--- config.mk ---
export PLATFORM = sky130hd
export DESIGN_NAME = sfpfe_top
export DESIGN_NICKNAME = d
export VERILOG_FILES = /design/src/include/sfpfe_pkg.sv /design/src/include/sfpfe_pins_if.sv /design/src/core/sfpfe_top.sv /design/src/core/sfpfe_pin_sync.sv
export SDC_FILE = /design/constraint.sdc
export NUM_CORES = 1
export LEC_CHECK = 0
export BUFFER_PORTS_ARGS = -buffer_cell sky130_fd_sc_hd__buf_2
export CORE_MARGIN = 1
export CORE_UTILIZATION = 52
export CTS_CLUSTER_SIZE = 24
export DETAILED_ROUTE_END_ITERATION = 6
export GPL_TIMING_DRIVEN = 0
export PLACE_DENSITY = 0.76
export SYNTH_ARGS = -nofsm -noshare
export SYNTH_HDL_FRONTEND = slang
export SYNTH_SLANG_ARGS = --single-unit
export TNS_END_PERCENT = 100
--- constraint.sdc ---
create_clock -name clk -period 3.2 [get_ports clk]
set_clock_uncertainty 0.2 [all_clocks]
set_input_delay 0 -clock clk [delete_from_list [all_inputs] [get_ports clk]]
set_output_delay 0 -clock clk [all_outputs]
set_load 0.02 [all_outputs]
--- src/include/sfpfe_pkg.sv ---
// shared constants and types of the serial flash pin front end
package sfpfe_pkg;

    // pin slots in the synchronised pin vector
    localparam int unsigned NUM_PINS      = 7;
    localparam int unsigned PIN_SCLK      = 0;
    localparam int unsigned PIN_CS        = 1;
    localparam int unsigned PIN_HW_RESET  = 2;
    localparam int unsigned PIN_LANE_0    = 3;
    localparam int unsigned PIN_LANE_1    = 4;
    localparam int unsigned PIN_LANE_2    = 5;
    localparam int unsigned PIN_LANE_3    = 6;

    // synchroniser value after reset: clock low, select high, reset high, lanes 2 and 3 pulled up
    localparam logic [NUM_PINS-1:0] PIN_IDLE = 7'h66;

    // byte assembly
    localparam int unsigned  BYTE_BITS  = 8;
    localparam logic [3:0]   BIT_CNT_RST = 4'h0;
    localparam logic [3:0]   BYTE_DONE  = 4'h8;
    localparam logic [7:0]   BYTE_RST   = 8'h00;

    // lane drive masks per width
    localparam logic [3:0] OE_NONE   = 4'h0;
    localparam logic [3:0] OE_SINGLE = 4'h2;
    localparam logic [3:0] OE_DUAL   = 4'h3;
    localparam logic [3:0] OE_QUAD   = 4'hf;

    // bits moved per clock edge
    localparam logic [3:0] STEP_SINGLE = 4'h1;
    localparam logic [3:0] STEP_DUAL   = 4'h2;
    localparam logic [3:0] STEP_QUAD   = 4'h4;

    typedef enum logic [1:0] {
        W_SINGLE,
        W_DUAL,
        W_QUAD
    } sfpfe_width_t;

    typedef enum logic [2:0] {
        ST_DESEL,
        ST_ACTIVE,
        ST_HOLD_WAIT_IN,
        ST_HELD,
        ST_HOLD_WAIT_OUT
    } sfpfe_state_t;

endpackage

--- src/include/sfpfe_pins_if.sv ---
// synchronised pin levels and edges passed from the sampler to the front end
`timescale 1ns/1ps
interface sfpfe_pins_if;
    logic [sfpfe_pkg::NUM_PINS-1:0] level;
    logic [sfpfe_pkg::NUM_PINS-1:0] rise;
    logic [sfpfe_pkg::NUM_PINS-1:0] fall;

    modport src (output level, output rise, output fall);
    modport dst (input level, input rise, input fall);
endinterface

--- src/core/sfpfe_top.sv ---
// serial flash pin front end: selection, hold, lane sampling and driving
//
// What this block does
// - chip select high deselects and releases every data lane to high impedance
// - chip select low selects; instruction bytes are taken and read data returned
// - after reset nothing is accepted until chip select falls; host supplies it
// - deselection never aborts an internal cycle already running in the core
// - single mode samples instruction, address and data on lane 0 at clock rise
// - single mode shifts read data or status out on lane 1 at clock fall
// - multi-lane modes sample lanes at clock rise and drive them at clock fall
// - dual uses lanes 0 and 1; quad and quad instruction mode use lanes 0 to 3
// - quad transfers are refused unless the quad enable bit is set
// - quad enable set turns write protect into lane 2, pause into lane 3
// - write protect low blocks writes to the status registers
// - quad enable set makes the write protect function disregarded
// - pause low while selected tri-states output and ignores input and clock
// - pause released resumes the interrupted transfer from its held state
// - quad enable set disables the pause function entirely
// - hardware reset pin low returns the front end to its reset state
// - clock idling low or high at chip select edges both work
// - pause starts at its falling edge if clock low, else after next clock fall
// - pause ends at its rising edge if clock low, else after next clock fall
`timescale 1ns/1ps
module sfpfe_top (
    input  wire logic                clk,
    input  wire logic                rstn,
    input  wire logic                clk_en,
    // pins
    input  wire logic                sclk_pin,
    input  wire logic                cs_n_pin,
    input  wire logic                hw_reset_n_pin,
    input  wire logic [3:0]          io_lane_in,
    output logic      [3:0]          io_lane_out,
    output logic      [3:0]          io_lane_oe,
    // core side
    input  wire logic                quad_enable_bit,
    input  wire logic                quad_instruction_mode,
    input  wire logic                out_phase,
    input  wire sfpfe_pkg::sfpfe_width_t phase_width,
    input  wire logic [7:0]          tx_byte,
    input  wire logic                core_busy,
    output logic      [7:0]          rx_byte,
    output logic                     rx_valid,
    output logic                     rx_is_instr,
    output logic                     tx_take,
    output logic                     frame_end,
    output logic                     quad_rejected,
    output logic                     status_write_ok,
    output logic                     core_reset,
    output logic                     selected,
    output logic                     hold_active,
    output logic                     standby
);
    import sfpfe_pkg::*;

    sfpfe_pins_if pins ();

    // pin sampling into the clk domain
    sfpfe_pin_sync u_sync (
        .clk     (clk),
        .rstn    (rstn),
        .clk_en  (clk_en),
        .pins_in ({io_lane_in[3], io_lane_in[2], io_lane_in[1], io_lane_in[0],
                   hw_reset_n_pin, cs_n_pin, sclk_pin}),
        .pins    (pins)
    );

    sfpfe_state_t state;
    sfpfe_state_t next_state;
    logic         first_byte;
    logic         next_first_byte;
    logic [3:0]   bit_cnt;
    logic [3:0]   next_bit_cnt;
    logic [7:0]   rx_shreg;
    logic [7:0]   next_rx_shreg;
    logic [3:0]   out_cnt;
    logic [3:0]   next_out_cnt;
    logic [7:0]   tx_shreg;
    logic [7:0]   next_tx_shreg;
    logic         driving;
    logic         next_driving;
    logic [3:0]   next_io_lane_out;
    logic [3:0]   next_io_lane_oe;
    logic [7:0]   next_rx_byte;
    logic         next_rx_valid;
    logic         next_rx_is_instr;
    logic         next_tx_take;
    logic         next_frame_end;
    logic         next_quad_rejected;
    logic         next_status_write_ok;
    logic         next_core_reset;
    logic         next_selected;
    logic         next_hold_active;
    logic         next_standby;

    // combinational helpers
    logic         sclk_low;
    logic         hold_low;
    logic         quad_instr_eff;
    logic         live;
    sfpfe_width_t width;
    logic [3:0]   step;
    logic [3:0]   oe_mask;
    logic [7:0]   in_shift;
    logic [7:0]   tx_src;
    logic [7:0]   tx_cur;
    logic [3:0]   out_bits;

    // next-state computation for the whole front end
    always_comb begin
        next_state           = state;
        next_first_byte      = first_byte;
        next_bit_cnt         = bit_cnt;
        next_rx_shreg        = rx_shreg;
        next_out_cnt         = out_cnt;
        next_tx_shreg        = tx_shreg;
        next_driving         = driving;
        next_io_lane_out     = io_lane_out;
        next_rx_byte         = rx_byte;
        next_rx_valid        = 1'b0;
        next_rx_is_instr     = rx_is_instr;
        next_tx_take         = 1'b0;
        next_frame_end       = 1'b0;
        next_quad_rejected   = quad_rejected;
        in_shift             = rx_shreg;
        tx_src               = tx_shreg;
        tx_cur               = tx_shreg;
        out_bits             = 4'h0;

        sclk_low = ~pins.level[PIN_SCLK];
        hold_low = ~quad_enable_bit & ~pins.level[PIN_LANE_3];
        quad_instr_eff = quad_instruction_mode & quad_enable_bit;

        // width of the current phase: instruction byte uses single or four lanes
        if (first_byte) begin
            width = quad_instr_eff ? W_QUAD : W_SINGLE;
        end else begin
            width = phase_width;
        end

        case (width)
            W_DUAL: begin
                step    = STEP_DUAL;
                oe_mask = OE_DUAL;
            end
            W_QUAD: begin
                step    = STEP_QUAD;
                oe_mask = OE_QUAD;
            end
            default: begin
                step    = STEP_SINGLE;
                oe_mask = OE_SINGLE;
            end
        endcase

        // edges count only while selected and not yet held
        live = ((state == ST_ACTIVE) || (state == ST_HOLD_WAIT_IN)) & ~quad_rejected;

        // quad data phase without quad enable is refused for the rest of the frame
        if (live && !first_byte && (phase_width == W_QUAD) && !quad_enable_bit) begin
            next_quad_rejected = 1'b1;
        end

        // input sampling on clock rise
        if (live && !(out_phase && !first_byte) && pins.rise[PIN_SCLK]) begin
            case (width)
                W_DUAL:  in_shift = {rx_shreg[5:0], pins.level[PIN_LANE_1], pins.level[PIN_LANE_0]};
                W_QUAD:  in_shift = {rx_shreg[3:0], pins.level[PIN_LANE_3], pins.level[PIN_LANE_2],
                                     pins.level[PIN_LANE_1], pins.level[PIN_LANE_0]};
                default: in_shift = {rx_shreg[6:0], pins.level[PIN_LANE_0]};
            endcase
            next_rx_shreg = in_shift;
            if (bit_cnt + step == BYTE_DONE) begin
                next_bit_cnt     = BIT_CNT_RST;
                next_rx_byte     = in_shift;
                next_rx_valid    = 1'b1;
                next_rx_is_instr = first_byte;
                next_first_byte  = 1'b0;
            end else begin
                next_bit_cnt = bit_cnt + step;
            end
        end

        // output shifting on clock fall
        if (live && out_phase && !first_byte && pins.fall[PIN_SCLK]) begin
            if (out_cnt == BIT_CNT_RST) begin
                tx_src       = tx_byte;
                next_tx_take = 1'b1;
            end
            tx_cur = tx_src;
            case (width)
                W_DUAL: begin
                    out_bits      = {2'b00, tx_cur[7], tx_cur[6]};
                    next_tx_shreg = {tx_cur[5:0], 2'b00};
                end
                W_QUAD: begin
                    out_bits      = tx_cur[7:4];
                    next_tx_shreg = {tx_cur[3:0], 4'h0};
                end
                default: begin
                    out_bits      = {2'b00, tx_cur[7], 1'b0};
                    next_tx_shreg = {tx_cur[6:0], 1'b0};
                end
            endcase
            next_io_lane_out = out_bits;
            next_driving     = 1'b1;
            next_out_cnt     = (out_cnt + step == BYTE_DONE) ? BIT_CNT_RST : out_cnt + step;
        end

        // selection and pause sequencing
        case (state)
            ST_DESEL: begin
                if (pins.fall[PIN_CS]) begin
                    next_state         = ST_ACTIVE;
                    next_first_byte    = 1'b1;
                    next_bit_cnt       = BIT_CNT_RST;
                    next_out_cnt       = BIT_CNT_RST;
                    next_driving       = 1'b0;
                    next_quad_rejected = 1'b0;
                end
            end
            ST_ACTIVE: begin
                if (hold_low) begin
                    next_state = sclk_low ? ST_HELD : ST_HOLD_WAIT_IN;
                end
            end
            ST_HOLD_WAIT_IN: begin
                if (pins.fall[PIN_SCLK]) begin
                    next_state = ST_HELD;
                end
            end
            ST_HELD: begin
                if (!hold_low) begin
                    next_state = sclk_low ? ST_ACTIVE : ST_HOLD_WAIT_OUT;
                end
            end
            ST_HOLD_WAIT_OUT: begin
                if (pins.fall[PIN_SCLK]) begin
                    next_state = ST_ACTIVE;
                end
            end
            default: begin
                next_state = ST_DESEL;
            end
        endcase

        // chip select high ends the frame and drops any partial byte
        if (state != ST_DESEL && pins.level[PIN_CS]) begin
            next_state      = ST_DESEL;
            next_frame_end  = 1'b1;
            next_bit_cnt    = BIT_CNT_RST;
            next_first_byte = 1'b1;
            next_driving    = 1'b0;
            next_rx_valid   = 1'b0;
            next_tx_take    = 1'b0;
        end

        // hardware reset pin overrides everything
        if (!pins.level[PIN_HW_RESET]) begin
            next_state         = ST_DESEL;
            next_first_byte    = 1'b1;
            next_bit_cnt       = BIT_CNT_RST;
            next_out_cnt       = BIT_CNT_RST;
            next_driving       = 1'b0;
            next_rx_valid      = 1'b0;
            next_tx_take       = 1'b0;
            next_frame_end     = 1'b0;
            next_quad_rejected = 1'b0;
        end

        // lane enables: only in an output phase that has started, never while held
        if (((next_state == ST_ACTIVE) || (next_state == ST_HOLD_WAIT_IN)) && next_driving
            && out_phase && !next_first_byte && !next_quad_rejected) begin
            next_io_lane_oe = oe_mask;
        end else begin
            next_io_lane_oe = OE_NONE;
        end

        next_status_write_ok = quad_enable_bit | pins.level[PIN_LANE_2];
        next_core_reset      = ~pins.level[PIN_HW_RESET];
        next_selected        = (next_state != ST_DESEL);
        next_hold_active     = (next_state == ST_HELD) || (next_state == ST_HOLD_WAIT_OUT);
        next_standby         = (next_state == ST_DESEL) & ~core_busy;
    end

    // state registers; core_busy is only reported, a deselect never cancels it
    always_ff @(posedge clk or negedge rstn) begin
        if (!rstn) begin
            state           <= ST_DESEL;
            first_byte      <= 1'b1;
            bit_cnt         <= BIT_CNT_RST;
            rx_shreg        <= BYTE_RST;
            out_cnt         <= BIT_CNT_RST;
            tx_shreg        <= BYTE_RST;
            driving         <= 1'b0;
            io_lane_out     <= 4'h0;
            io_lane_oe      <= OE_NONE;
            rx_byte         <= BYTE_RST;
            rx_valid        <= 1'b0;
            rx_is_instr     <= 1'b0;
            tx_take         <= 1'b0;
            frame_end       <= 1'b0;
            quad_rejected   <= 1'b0;
            status_write_ok <= 1'b0;
            core_reset      <= 1'b0;
            selected        <= 1'b0;
            hold_active     <= 1'b0;
            standby         <= 1'b1;
        end else if (clk_en) begin
            state           <= next_state;
            first_byte      <= next_first_byte;
            bit_cnt         <= next_bit_cnt;
            rx_shreg        <= next_rx_shreg;
            out_cnt         <= next_out_cnt;
            tx_shreg        <= next_tx_shreg;
            driving         <= next_driving;
            io_lane_out     <= next_io_lane_out;
            io_lane_oe      <= next_io_lane_oe;
            rx_byte         <= next_rx_byte;
            rx_valid        <= next_rx_valid;
            rx_is_instr     <= next_rx_is_instr;
            tx_take         <= next_tx_take;
            frame_end       <= next_frame_end;
            quad_rejected   <= next_quad_rejected;
            status_write_ok <= next_status_write_ok;
            core_reset      <= next_core_reset;
            selected        <= next_selected;
            hold_active     <= next_hold_active;
            standby         <= next_standby;
        end
    end
endmodule

--- src/core/sfpfe_pin_sync.sv ---
// two-stage pin synchroniser with edge detection on the settled stage
`timescale 1ns/1ps
module sfpfe_pin_sync (
    input  wire logic                           clk,
    input  wire logic                           rstn,
    input  wire logic                           clk_en,
    input  wire logic [sfpfe_pkg::NUM_PINS-1:0] pins_in,
    sfpfe_pins_if.src                           pins
);
    import sfpfe_pkg::*;

    logic [NUM_PINS-1:0] stage1;
    logic [NUM_PINS-1:0] stage2;
    logic [NUM_PINS-1:0] stage3;

    genvar g;
    generate
        for (g = 0; g < NUM_PINS; g++) begin : g_pin
            // stage1 feeds only stage2; edges come from stage2 against stage3
            always_ff @(posedge clk or negedge rstn) begin
                if (!rstn) begin
                    stage1[g] <= PIN_IDLE[g];
                    stage2[g] <= PIN_IDLE[g];
                    stage3[g] <= PIN_IDLE[g];
                end else if (clk_en) begin
                    stage1[g] <= pins_in[g];
                    stage2[g] <= stage1[g];
                    stage3[g] <= stage2[g];
                end
            end
            assign pins.level[g] = stage2[g];
            assign pins.rise[g]  = stage2[g] & ~stage3[g];
            assign pins.fall[g]  = ~stage2[g] & stage3[g];
        end
    endgenerate
endmodule

# Word-level counts from Yosys, hierarchy flattened
# Index checks and enable logic that the tools add are counted.
# totals
ff_bits	70
latchBits	0
ramBits	0
mem_bits_ro	0
inputBits	24
out_inout_bits	26
word_cells	152
memories	0
# op_classes
addsub	2
n_mul	0
div_mod_pow	0
n_lt_le_gt_ge	0
n_eq_ne	13
shift	0
mux	55
n_bitwise	16
n_reduce_logical	30
# op_table
cell	n
$mux W4	12
$pmux W8 S2	2
$mux W1	26
$mux W3	8
$pmux W4 S2	2
$pmux W3 S5	1
$logic_and A1 B1 Y1	14
$eq A3 B2 Y1 const B	4
$add A4 B4 Y4	2
$eq A4 B4 Y1 const B	2
$mux W8	1
$not A1 Y1	8
$and A1 B1 Y1	7
$eq A3 B1 Y1 const B	2
$eq A3 B3 Y1 const B	2
$logic_not A3 Y1	2
$pmux W3 S2	1
$reduce_bool A3 Y1	2
$logic_not A1 Y1	5
$eq A2 B2 Y1 const B	2
$logic_not A4 Y1	1
$mux W2	2
$reduce_and A2 Y1	2
$logic_or A1 B1 Y1	3
3 further kinds	3

# Longest topological paths before layout
# Gate-level depths: netlist of run 1.
# logic_depth
word_depth	17
ltp_mapped	12
depth_no_buf	12

# Modules after synthesis
# From an unflattened synthesis of run 1, not the netlist that was laid out.
# hier_totals
cells_unflattened	357
hier_area_um2	4002.6
# modules_own_cells
module	instances	cells_each	area_each_um2
sfpfe_top	1	299	3040.4
sfpfe_pin_sync	1	58	962.2

# Least setup slack after synthesis of run 1
# No wires, ideal clock.
# synth_timing
path_type	register -> register
start	reg first_byte
end	reg io_lane_oe[2]
setup_ns	0.101
arrival_ns	3.109
t_required_ns	2.899
path_slack_ns	-0.210
path_stages_with_launch	13
period_less_slack_ns	3.410
cell_sequence	dfstp_2 > nor2b_1 > nand2b_1 > inv_1 > ha_1 > clkbuf_1 > inv_1 > fa_1 > xor2_1 > and3_1 > o211ai_4 > a2111o_1 > o32ai_1
# synth_between
elab_chain_len	15
# synth_lines
item	line_no	source
start, declared	sfpfe_top.sv:70	logic first_byte;
start signal, assigned	sfpfe_top.sv:311	first_byte <= next_first_byte;
$mux W2	sfpfe_top.sv:135	if (first_byte) begin
$eq A2 B2 Y1 / $eq A2 B1 Y1 (equally long branches)	sfpfe_top.sv:141	case (width)
$pmux W3 S2	sfpfe_top.sv:141	
$add A4 B4 Y4	sfpfe_top.sv:173	if (bit_cnt + step == BYTE_DONE) begin
$eq A4 B4 Y1	sfpfe_top.sv:173	
$mux W1	sfpfe_top.sv:173	
$mux W1	sfpfe_top.sv:165	if (live && !(out_phase && !first_byte) && pins.rise[PIN_SCLK]) begin
$mux W1	sfpfe_top.sv:213	if (pins.fall[PIN_CS]) begin
$mux W1	sfpfe_top.sv:211	case (state)
$mux W1	sfpfe_top.sv:248	if (state != ST_DESEL && pins.level[PIN_CS]) begin
$mux W1	sfpfe_top.sv:259	if (!pins.level[PIN_HW_RESET]) begin
$logic_not A1 Y1	sfpfe_top.sv:273	&& out_phase && !next_first_byte && !next_quad_rejected) begin
$logic_and A1 B1 Y1 (2 in a row)	sfpfe_top.sv:273	
$mux W4 *	sfpfe_top.sv:272	if (((next_state == ST_ACTIVE) || (next_state == ST_HOLD_WAIT_IN)) && next_driving
end signal, assigned	sfpfe_top.sv:318	io_lane_oe <= next_io_lane_oe;
end, declared	sfpfe_top.sv:34	output logic [3:0] io_lane_oe,
# Mark *: on every way between the ends. The rest lies on a longest branch, timed or not.
# A chain may end at the register's enable or synchronous reset.

# Worst setup path after layout of run 1
# Same ends and word-level chain as after synthesis.

==> impl_metrics.yaml, run 1 <==
synthesis:
  synth_area_leaders: "dfrtp_1 (40%), mux2_2 (9.3%), dfstp_2 (8.2%)"
  ys_warn_count: 0
  synth_area_um2: 3530
  yosysUniqueCellTypes: 58
  postSynthAreaPerCell_um2: 10.6
  synth_fp_nets: 368
  async_flop_share_pct: 100
  synth_edf_count: 0
  yosys.area.top_type_share_pct: 40.4
  synth_flop_cell: "dfrtp_1"
  ys_ff_latch: 68
  seq_area_frac_synth_pct: 48.6
  yosysTopAreaCell: "dfrtp_1"
  syn_inst: 333
timing:
  maxSlewHeadroom_pct: 43.7
  tightestPinTransition_ns: 0.845
  min_period_over_period_pct: 100
  fmax_mhz: 311
  finalHoldViolCount: 0
  finalCriticalPeriod_ns: 3.21
  fin_ws_ns: -0.0110
  setup-violations-final: 1
  rsz0062_at_grt: "true"
  maxSlewViolCount: 0
clocking:
  cts_made_buffers: 9
  clockBufferDepth: 2
  clkTransAtPathRegs_ns: 0.07
  clock_sinks: 68
  clk_latency_ns: 0.34
  cts_root_buf: "clkbuf_8"
  cts_tree: "done"
  cts_htree_levels: 3
critical_path:
  r2r_end: "io_lane_oe[2]$_DFFE_PN0P_"
  cp_data_arrival_time_ns: 3.26
  rr_worst_depth: 11
  r2r_slack_ns: -0.01
  crit_type: "reg -> reg"
  endpoint_kind: "flop"
  crit_required_ns: 3.25
  reg2reg_from: "first_byte$_DFFE_PN1P_"
  startpoint_type: "flop"
  critPathMaxStageDelay_ns: 0.59
  crit_path_top_delay_cell: "dfstp_2"
  cp_cell_sequence: "nand3_2, nand2b_4, inv_2, ha_4, ha_4, inv_2, fa_2, and3_4, o211ai_4, a2111o_1, o32ai_2"
  critPathMaxFanout: 3
  crit_start: "first_byte$_DFFE_PN1P_"
  cp-endpoint: "io_lane_oe[2]$_DFFE_PN0P_"
layout:
  layout.cells.non_filler: 506
  antennaDiodeCount: 0
  area_growth_pct: 28.1
  final_nets: 459
  fill_cells: 468
  post-route-util_pct: 70.0
  final_common_cell: "dfrtp_1"
  layout-drive-gt1-share_pct: 33.8
  most-common-layout-cells: "dfrtp_1 (57), buf_2 (50), nand2_1 (32)"
  fin_area_um2: 4520
power_and_ir_drop:
  cellPowerDensity_nw_per_um2: 460
  finalPower_mw: 2.08
  vdd_drop_max_uv: 294
  total_leakage_power_nw: 2.05
grt:
  track_usage_pct: 25.2
  grt_max_degree: 69
  grt_pass1_wl_um: 14100
  grt-ovfl-total: 0
  antenna_found_initial: 0
  grt_pass1_vias: 2999
routing:
  vias_per_cell: 5.90
  drt-total-wl_um: 8310
  wl_met3_um: 393
  postRouteAntennaNets: 0
  firstDrtPassIters: 6
  dr.first_iter.drc_count: 152
  met2_length_um: 4090
  drc_errors: 1
  wire_per_inst_um: 16.4
  top_layer: "met4"
  wl_met1_um: 3640
  vias: 2983
die:
  core_area_um2: 6460
  start_util_pct: 54.6
  dieHeight_um: 84.4
  die-area_um2: 7120
  io_pins: 50
  rows: 29
  die_w_um: 84.4
placement:
  place_hpwl_um: 5480
  dp_cells: 459
  gp_congestion: 0.890
  dpl_cell_area_um2: 3880
  io_buffers: 49
min_path:
  hp-class: "in -> reg"
status:
  failed_checks: "DRC, setup timing"
  status: "finished, violations left"
run:
  maxCapViolCount: 0
==> cell families after synthesis <==
kind of cell | Yosys count | share of synthesized area, %
AOI/OAI and AO/OA | 93 | 18.3
xor gates and xnor gates | 4 | 1.52
adders and majority gates | 11 | 4.32
buffers and inverters | 32 | 4.11
DFF | 68 | 48.6
muxes | 35 | 11.0
and+or+nand+nor | 90 | 12.2
==> state kept, by name, summed over array words and instances, names as in the netlist, 2 cells and up <==
signal / cells
rx_shreg: 7
bit_cnt: 4
rx_byte: 8
io_lane_out: 4
u_sync.pins.level: 7
io_lane_oe: 3
u_sync.stage3: 2
u_sync.stage1: 7
tx_shreg: 7
state: 3
out_cnt: 4
==> per-layer routing <==
| layer | global-route usage (%) | vias to the layer above |
|---|---|---|
| met3 | 3.74 | 18 |
| met4 | 11.2 | 0 |
| met5 | 0 | - |
| met1 | 33.4 | 1467 |
| li1 | - | 1390 |
| met2 | 41.4 | 108 |
==> worst max-delay path, delay by kind of cell, from the launching register on <==
kind | cells | cell delay, ns
AOI/OAI and AO/OA | 3 | 0.84
adders and majority gates | 3 | 0.98
DFF | 1 | 0.59
and+or+nand+nor | 3 | 0.42
buffers and inverters | 2 | 0.08
==> Yosys cell counts, types with 3 or more instances <==
cell type  number
dfrtp_1        57
nand2_1        32
o21ai_0        30
mux2_2         29
nor2_1         25
a21oi_1        14
inv_1          13
dfstp_2        11
clkbuf_1       10
a22oi_1         9
ha_1            9
o2bb2ai_1       8
mux2i_1         6
nand2b_1        5
nor2b_1         5
a22o_1          4
nand3_1         4
a21o_1          3
a32oi_1         3
and3_1          3
o31ai_1         3
o32ai_1         3
==> cell type report <==
type | instances | area (µm²) | area share, %
buffer | 18 | 104 | 2.30
clock buffer | 12 | 145 | 3.21
clock inverter | 4 | 72.6 | 1.61
inverter | 14 | 52.6 | 1.16
multi-input combinational | 233 | 1790 | 39.5
sequential | 68 | 1720 | 37.9
tap | 77 | 96.3 | 2.13
timing repair buffer | 80 | 549 | 12.2
==> stage by stage <==
stage / setup WS (ns) / TNS [ns] / hold slack (ns)
3_5_place_dp: -0.354 / -2.44 / -0.0355
2_1_floorplan: 0.0136 / 0 / -0.496
6_report: -0.0110 / -0.0110 / 0.0470
4_1_cts: 0.0132 / 0 / 0.0235
5_1_grt: -0.107 / -0.174 / 0.0629
3_3_place_gp: -0.289 / -1.91 / 0.0329
==> worst min-delay path by stage <==
stage	from	to	slack, ns	cells past startpoint
after CTS	tx_byte[3]	tx_shreg[4]$_DFFE_PN0P_	0.02	5
after detailed placement	rstn	u_sync.stage1[0]$_DFFE_PN0P_	-0.04	1
after global placement	hw_reset_n_pin	u_sync.stage1[2]$_DFFE_PN1P_	0.03	2
after global routing	tx_byte[3]	tx_shreg[4]$_DFFE_PN0P_	0.06	5
after floorplan	rstn	bit_cnt[0]$_DFFE_PN0P_	-0.50	0
final	tx_byte[3]	tx_shreg[4]$_DFFE_PN0P_	0.05	5
==> what timing repair did <==
item                                    CTS  global route
hold buffers                             21             0
hold endpoints to repair                 83             0
pin swaps                                 6             7
resized for setup                         7            21
endpoints found under the setup margin   13            13
setup buffers                             6             4
==> power by group <==
group          switching [mW]  internal, mW  total [mW]
registers              0.0485         0.927       0.975
logic                   0.175         0.147       0.322
clock network           0.320         0.460       0.780
total                   0.544          1.53        2.08
Note: power is estimated with default switching activity, not from simulation.
==> inputs of run 2 (changes only) <==
- CORE_UTILIZATION: 52 -> 25
- PLACE_DENSITY: 0.76 -> 0.43
==> run 2 against run 1 <==
Net effect:
- the flow now finishes without violations
- critical endpoint unchanged
- critical path type unchanged
- sequential cell count did not move
- maximum frequency rose by 1.6%
- combinational power rose by 1%
- design area rose by 4.3%
- clock power rose by 21%
- register-to-register slack improved by 0.05 ns
- core utilization fell by 36 points
==> impl_metrics.yaml, run 2 (synthesis results as in run 1) <==
grt:
  antenna_found_initial: 0
  grt-ovfl-total: 0
  grt_pass1_wl_um: 14900
  grt_pass1_vias: 2792
  track_usage_pct: 13.5
  grt_max_degree: 69
timing:
  fmax_mhz: 317
  maxSlewViolCount: 0
  setup-violations-final: 0
  finalHoldViolCount: 0
  min_period_over_period_pct: 98.7
  rsz0062_at_grt: "true"
  tightestPinTransition_ns: 0.607
  maxSlewHeadroom_pct: 59.5
  finalCriticalPeriod_ns: 3.16
layout:
  area_growth_pct: 33.6
  layout-drive-gt1-share_pct: 33.6
  final_common_cell: "dfrtp_1"
  most-common-layout-cells: "dfrtp_1 (57), buf_2 (50), nand2_1 (32)"
  largest_register_ffs: 8
  max_flop_register: "rx_byte"
  layout.cells.non_filler: 612
  fill_cells: 1368
  antennaDiodeCount: 0
  final_nets: 462
  post-route-util_pct: 34.1
die:
  die-area_um2: 14600
  io_pins: 50
  rows: 43
  dieHeight_um: 121
  start_util_pct: 25.5
  die_w_um: 121
  core_area_um2: 13800
clocking:
  cts_tree: "done"
  cts_root_buf: "clkbuf_16"
  clk_latency_ns: 0.34
  cts_made_buffers: 9
  clkTransAtPathRegs_ns: 0.06
  clockBufferDepth: 2
  cts_htree_levels: 3
  clock_sinks: 68
placement:
  gp_congestion: 0.794
  place_hpwl_um: 6440
  io_buffers: 49
  dp_cells: 563
routing:
  firstDrtPassIters: 4
  dr.first_iter.drc_count: 139
  drt-total-wl_um: 9190
  wire_per_inst_um: 15.0
  drc_errors: 0
  vias: 2841
  postRouteAntennaNets: 0
  vias_per_cell: 4.64
critical_path:
  critPathMaxFanout: 4
  endpoint_kind: "flop"
  cp_data_arrival_time_ns: 3.21
  startpoint_type: "flop"
  crit_type: "reg -> reg"
  crit_required_ns: 3.25
power_and_ir_drop:
  total_leakage_power_nw: 2.10
  cellPowerDensity_nw_per_um2: 476
  vdd_drop_max_uv: 184
min_path:
  hp-class: "in -> async"
run:
  maxCapViolCount: 0
status:
  status: "complete, no violations"
-- run 2: cell count changes in the layout (fill, tap and decap cells not counted), moves of 2 or more --
cell / delta
clkbuf_8: -10
bufinv_16: -2
clkbuf_16: +10
buf_4: +6
inv_2: -2
clkbuf_1: +2
-- run 2: final timing paths --
check	from	to	slack [ns]	cells past startpoint
worst min register to register	tx_shreg[5]$_DFFE_PN0P_	tx_shreg[5]$_DFFE_PN0P_	0.27	1
worst max-delay path	first_byte$_DFFE_PN1P_	io_lane_oe[2]$_DFFE_PN0P_	0.04	10
worst max register to register	first_byte$_DFFE_PN1P_	io_lane_oe[2]$_DFFE_PN0P_	0.04	10
max in group asynchronous	rstn	standby$_DFFE_PN1P_	2.46	3
worst min-delay path	rstn	io_lane_out[1]$_DFFE_PN0P_	0.008	3
min in group clk	phase_width[1]	quad_rejected$_DFFE_PN0P_	0.03	6
-- run 2: final cells by class --
| cell class | count | area [µm²] | share of cell area [%] |
|---|---|---|---|
| Clock inverter | 2 | 10.0 | 0.212 |
| Multi-Input combinational cell | 233 | 1770 | 37.6 |
| Buffer | 17 | 88.8 | 1.88 |
| Timing Repair Buffer | 84 | 581 | 12.3 |
| Sequential cell | 68 | 1720 | 36.4 |
| Tap cell | 180 | 225 | 4.78 |
| Clock buffer | 14 | 265 | 5.62 |
| Inverter | 14 | 58.8 | 1.25 |
-- run 2: worst max-delay path: stages, from the launching register on --
cell	delay [ns]
dfstp_2	0.59
nor2b_1	0.08
nand2b_4	0.15
buf_4	0.13
ha_1	0.23
ha_2	0.41
xor2_1	0.19
and3_4	0.25
o211ai_4	0.08
a2111o_1	0.50
o32ai_2	0.26
-- run 2: layer usage --
layer | GRT usage (%) | share of wire (%) | up-vias
li1 | - | - | 1400
met1 | 17.4 | 47 | 1396
met2 | 21.7 | 48 | 31
met3 | 2.55 | 2.3 | 14
met4 | 6.48 | 2.0 | 0
met5 | 0 | 0 | -
-- run 2: power by group --
| group | switching, mW | internal [mW] | total (mW) |
|---|---|---|---|
| sequential | 0.0489 | 0.928 | 0.977 |
| clock | 0.372 | 0.570 | 0.942 |
| combinational | 0.178 | 0.148 | 0.326 |
| total | 0.599 | 1.65 | 2.25 |
-- run 2: what timing repair did --
item	4_1_cts	5_1_grt
pin swaps	4	8
cloned	0	0
hold buffers	20	0
endpoints found under the hold margin	92	0
buffers inserted	7	7
endpoints found under the setup margin	13	12
resized for setup	10	14
-- run 2: through the flow --
| step | hold WS (ns) | TNS [ns] | setup WS [ns] | cell area [µm²] | power [mW] |
|---|---|---|---|---|---|
| after floorplan | -0.496 | 0 | 0.0136 | 3540 | 1.17 |
| after global placement | 0.0329 | -2.92 | -0.357 | 4010 | 1.27 |
| after detailed placement | -0.159 | -3.32 | -0.370 | 4040 | 1.29 |
| after CTS | 0.0101 | -0.222 | -0.0458 | 4630 | 2.27 |
| after global routing | 0.0360 | -0.0262 | -0.0262 | 4720 | 2.36 |
| final | 0.00757 | 0 | 0.0411 | 4720 | 2.25 |
==> inputs of run 3 (changes only) <==
- CORE_MARGIN: 1 -> 10
- CORE_UTILIZATION: 25 -> 52
- PLACE_DENSITY: 0.43 -> 0.76
==> run 3 against run 2 <==
Net effect:
- the flow now finishes with violations (setup timing)
- highest routed layer unchanged
- largest power group unchanged
- global-route usage grew 3.7 points
- largest cell class unchanged
- routed wire length is 3.6% lower
- design area is 5.3% lower
- critical path depth increased by 1
- worst setup slack worse by 0.066 ns
- first-iteration DRC count rose by 35%
==> impl_metrics.yaml, run 3 (synthesis results as in run 1) <==
status:
  status: "finished, violations left"
  failed_checks: "setup timing"
power_and_ir_drop:
  finalPower_mw: 1.97
  vdd_drop_max_uv: 399
  cellPowerDensity_nw_per_um2: 442
  total_leakage_power_nw: 2.04
clocking:
  cts_tree: "done"
  clock_sinks: 68
  cts_root_buf: "clkbuf_8"
  cts_htree_levels: 3
  clkTransAtPathRegs_ns: 0.07
  clk_latency_ns: 0.35
  clockBufferDepth: 2
  cts_made_buffers: 9
die:
  rows: 29
  core_area_um2: 6460
  dieHeight_um: 102
  die_w_um: 102
  io_pins: 50
  die-area_um2: 10500
  start_util_pct: 54.6
layout:
  most-common-layout-cells: "dfrtp_1 (57), buf_2 (50), nand2_1 (32)"
  final_nets: 461
  max_flop_register: "rx_byte"
  fill_cells: 467
  multi_input_area_um2: 1780
  ff_latch_area_um2: 1720
  final_common_cell: "dfrtp_1"
  layout.cells.non_filler: 508
  area_growth_pct: 26.6
  antennaDiodeCount: 0
  largest_register_ffs: 8
  fin_area_um2: 4470
  layout-drive-gt1-share_pct: 33.4
placement:
  dp_slack_ns: -0.351
  dp_cells: 459
  dpl_cell_area_um2: 3880
  io_buffers: 49
  place_hpwl_um: 5910
  gp_congestion: 0.869
grt:
  track_usage_pct: 17.2
  grt_pass1_wl_um: 14300
  antenna_found_initial: 0
  grt_pass1_vias: 3019
  grt-ovfl-total: 0
  grt_max_degree: 69
timing:
  fmax_mhz: 310
  tightestPinTransition_ns: 0.848
  rsz0062_at_grt: "true"
  fin_tns_setup_ns: -0.0449
  fin_ws_ns: -0.0247
  min_period_over_period_pct: 101
  setup-violations-final: 2
  finalCriticalPeriod_ns: 3.22
  maxSlewViolCount: 0
  finalHoldViolCount: 0
  maxSlewHeadroom_pct: 43.4
critical_path:
  cp_data_arrival_time_ns: 3.28
  endpoint_kind: "flop"
  crit_type: "reg -> reg"
  critPathMaxFanout: 5
  crit_required_ns: 3.25
  startpoint_type: "flop"
min_path:
  hp-class: "in -> reg"
run:
  maxCapViolCount: 0
routing:
  vias_per_cell: 5.88
  postRouteAntennaNets: 0
  drt-total-wl_um: 8850
  wire_per_inst_um: 17.4
  vias: 2987
  drc_errors: 0
  firstDrtPassIters: 5
  dr.first_iter.drc_count: 187
## run 3: final cells by class
type                            instances  area share [%]
Sequential cell                        68            38.4
Inverter                               14            1.26
Tap cell                               77            2.16
Buffer                                 17            1.99
Timing Repair Buffer                   83            12.4
Clock inverter                          3           0.896
Clock buffer                           13            3.11
Multi-Input combinational cell        233            39.8
## run 3: worst paths after layout
kind | slack, ns | depth (start not counted) | to | from
max | -0.02 | 11 | io_lane_oe[2]$_DFFE_PN0P_ | first_byte$_DFFE_PN1P_
min | 0.06 | 5 | tx_shreg[7]$_DFFE_PN0P_ | tx_byte[3]
max reg2reg | -0.02 | 11 | io_lane_oe[2]$_DFFE_PN0P_ | first_byte$_DFFE_PN1P_
min reg2reg | 0.27 | 2 | rx_byte[5]$_DFFE_PN0P_ | rx_byte[5]$_DFFE_PN0P_
max in group asynchronous | 2.13 | 2 | tx_shreg[1]$_DFFE_PN0P_ | rstn
min in group asynchronous | 0.10 | 2 | u_sync.stage1[0]$_DFFE_PN0P_ | rstn
## run 3: worst max-delay path, cell delays in order, from the launching register on
cell	delay, ns
dfstp_2	0.59
buf_4	0.17
nor2b_2	0.06
ha_4	0.29
ha_4	0.13
inv_2	0.04
fa_2	0.39
xor2_2	0.17
and3_4	0.24
o211ai_4	0.07
a2111o_1	0.50
o32ai_2	0.27
## run 3: repair_timing
action                                 in CTS  in global routing
gates resized for setup                     5                 15
setup endpoints to repair                  13                 13
buffers inserted                            4                  9
pin swaps                                   4                  8
cloned                                      0                  0
hold buffers                               21                  0
endpoints found under the hold margin      83                  0
## run 3: power breakdown
| part | total, mW | switching [mW] | leakage (nW) | internal (mW) |
|---|---|---|---|---|
| registers | 0.976 | 0.0494 | 0.885 | 0.927 |
| clock network | 0.679 | 0.320 | 0.0914 | 0.359 |
| logic | 0.319 | 0.175 | 1.07 | 0.144 |
## run 3: per-layer routing
metal | vias to the layer above | routed length (µm) | GRT usage (%) | share of wire, %
met4 | 0 | 235 | 9.22 | 2.7
met3 | 19 | 556 | 3.91 | 6.3
li1 | 1394 | - | - | -
met5 | - | 0 | 0 | 0
met2 | 111 | 4280 | 27.7 | 48
met1 | 1463 | 3780 | 21.2 | 43
## run 3: metrics by stage
step	util, %	hold slack, ns
floorplan	-	-0.496
global placement	60.1	0.0335
detailed placement	60.2	-0.0344
CTS	67.1	0.0401
global route	69.2	0.118
finish	69.2	0.0550
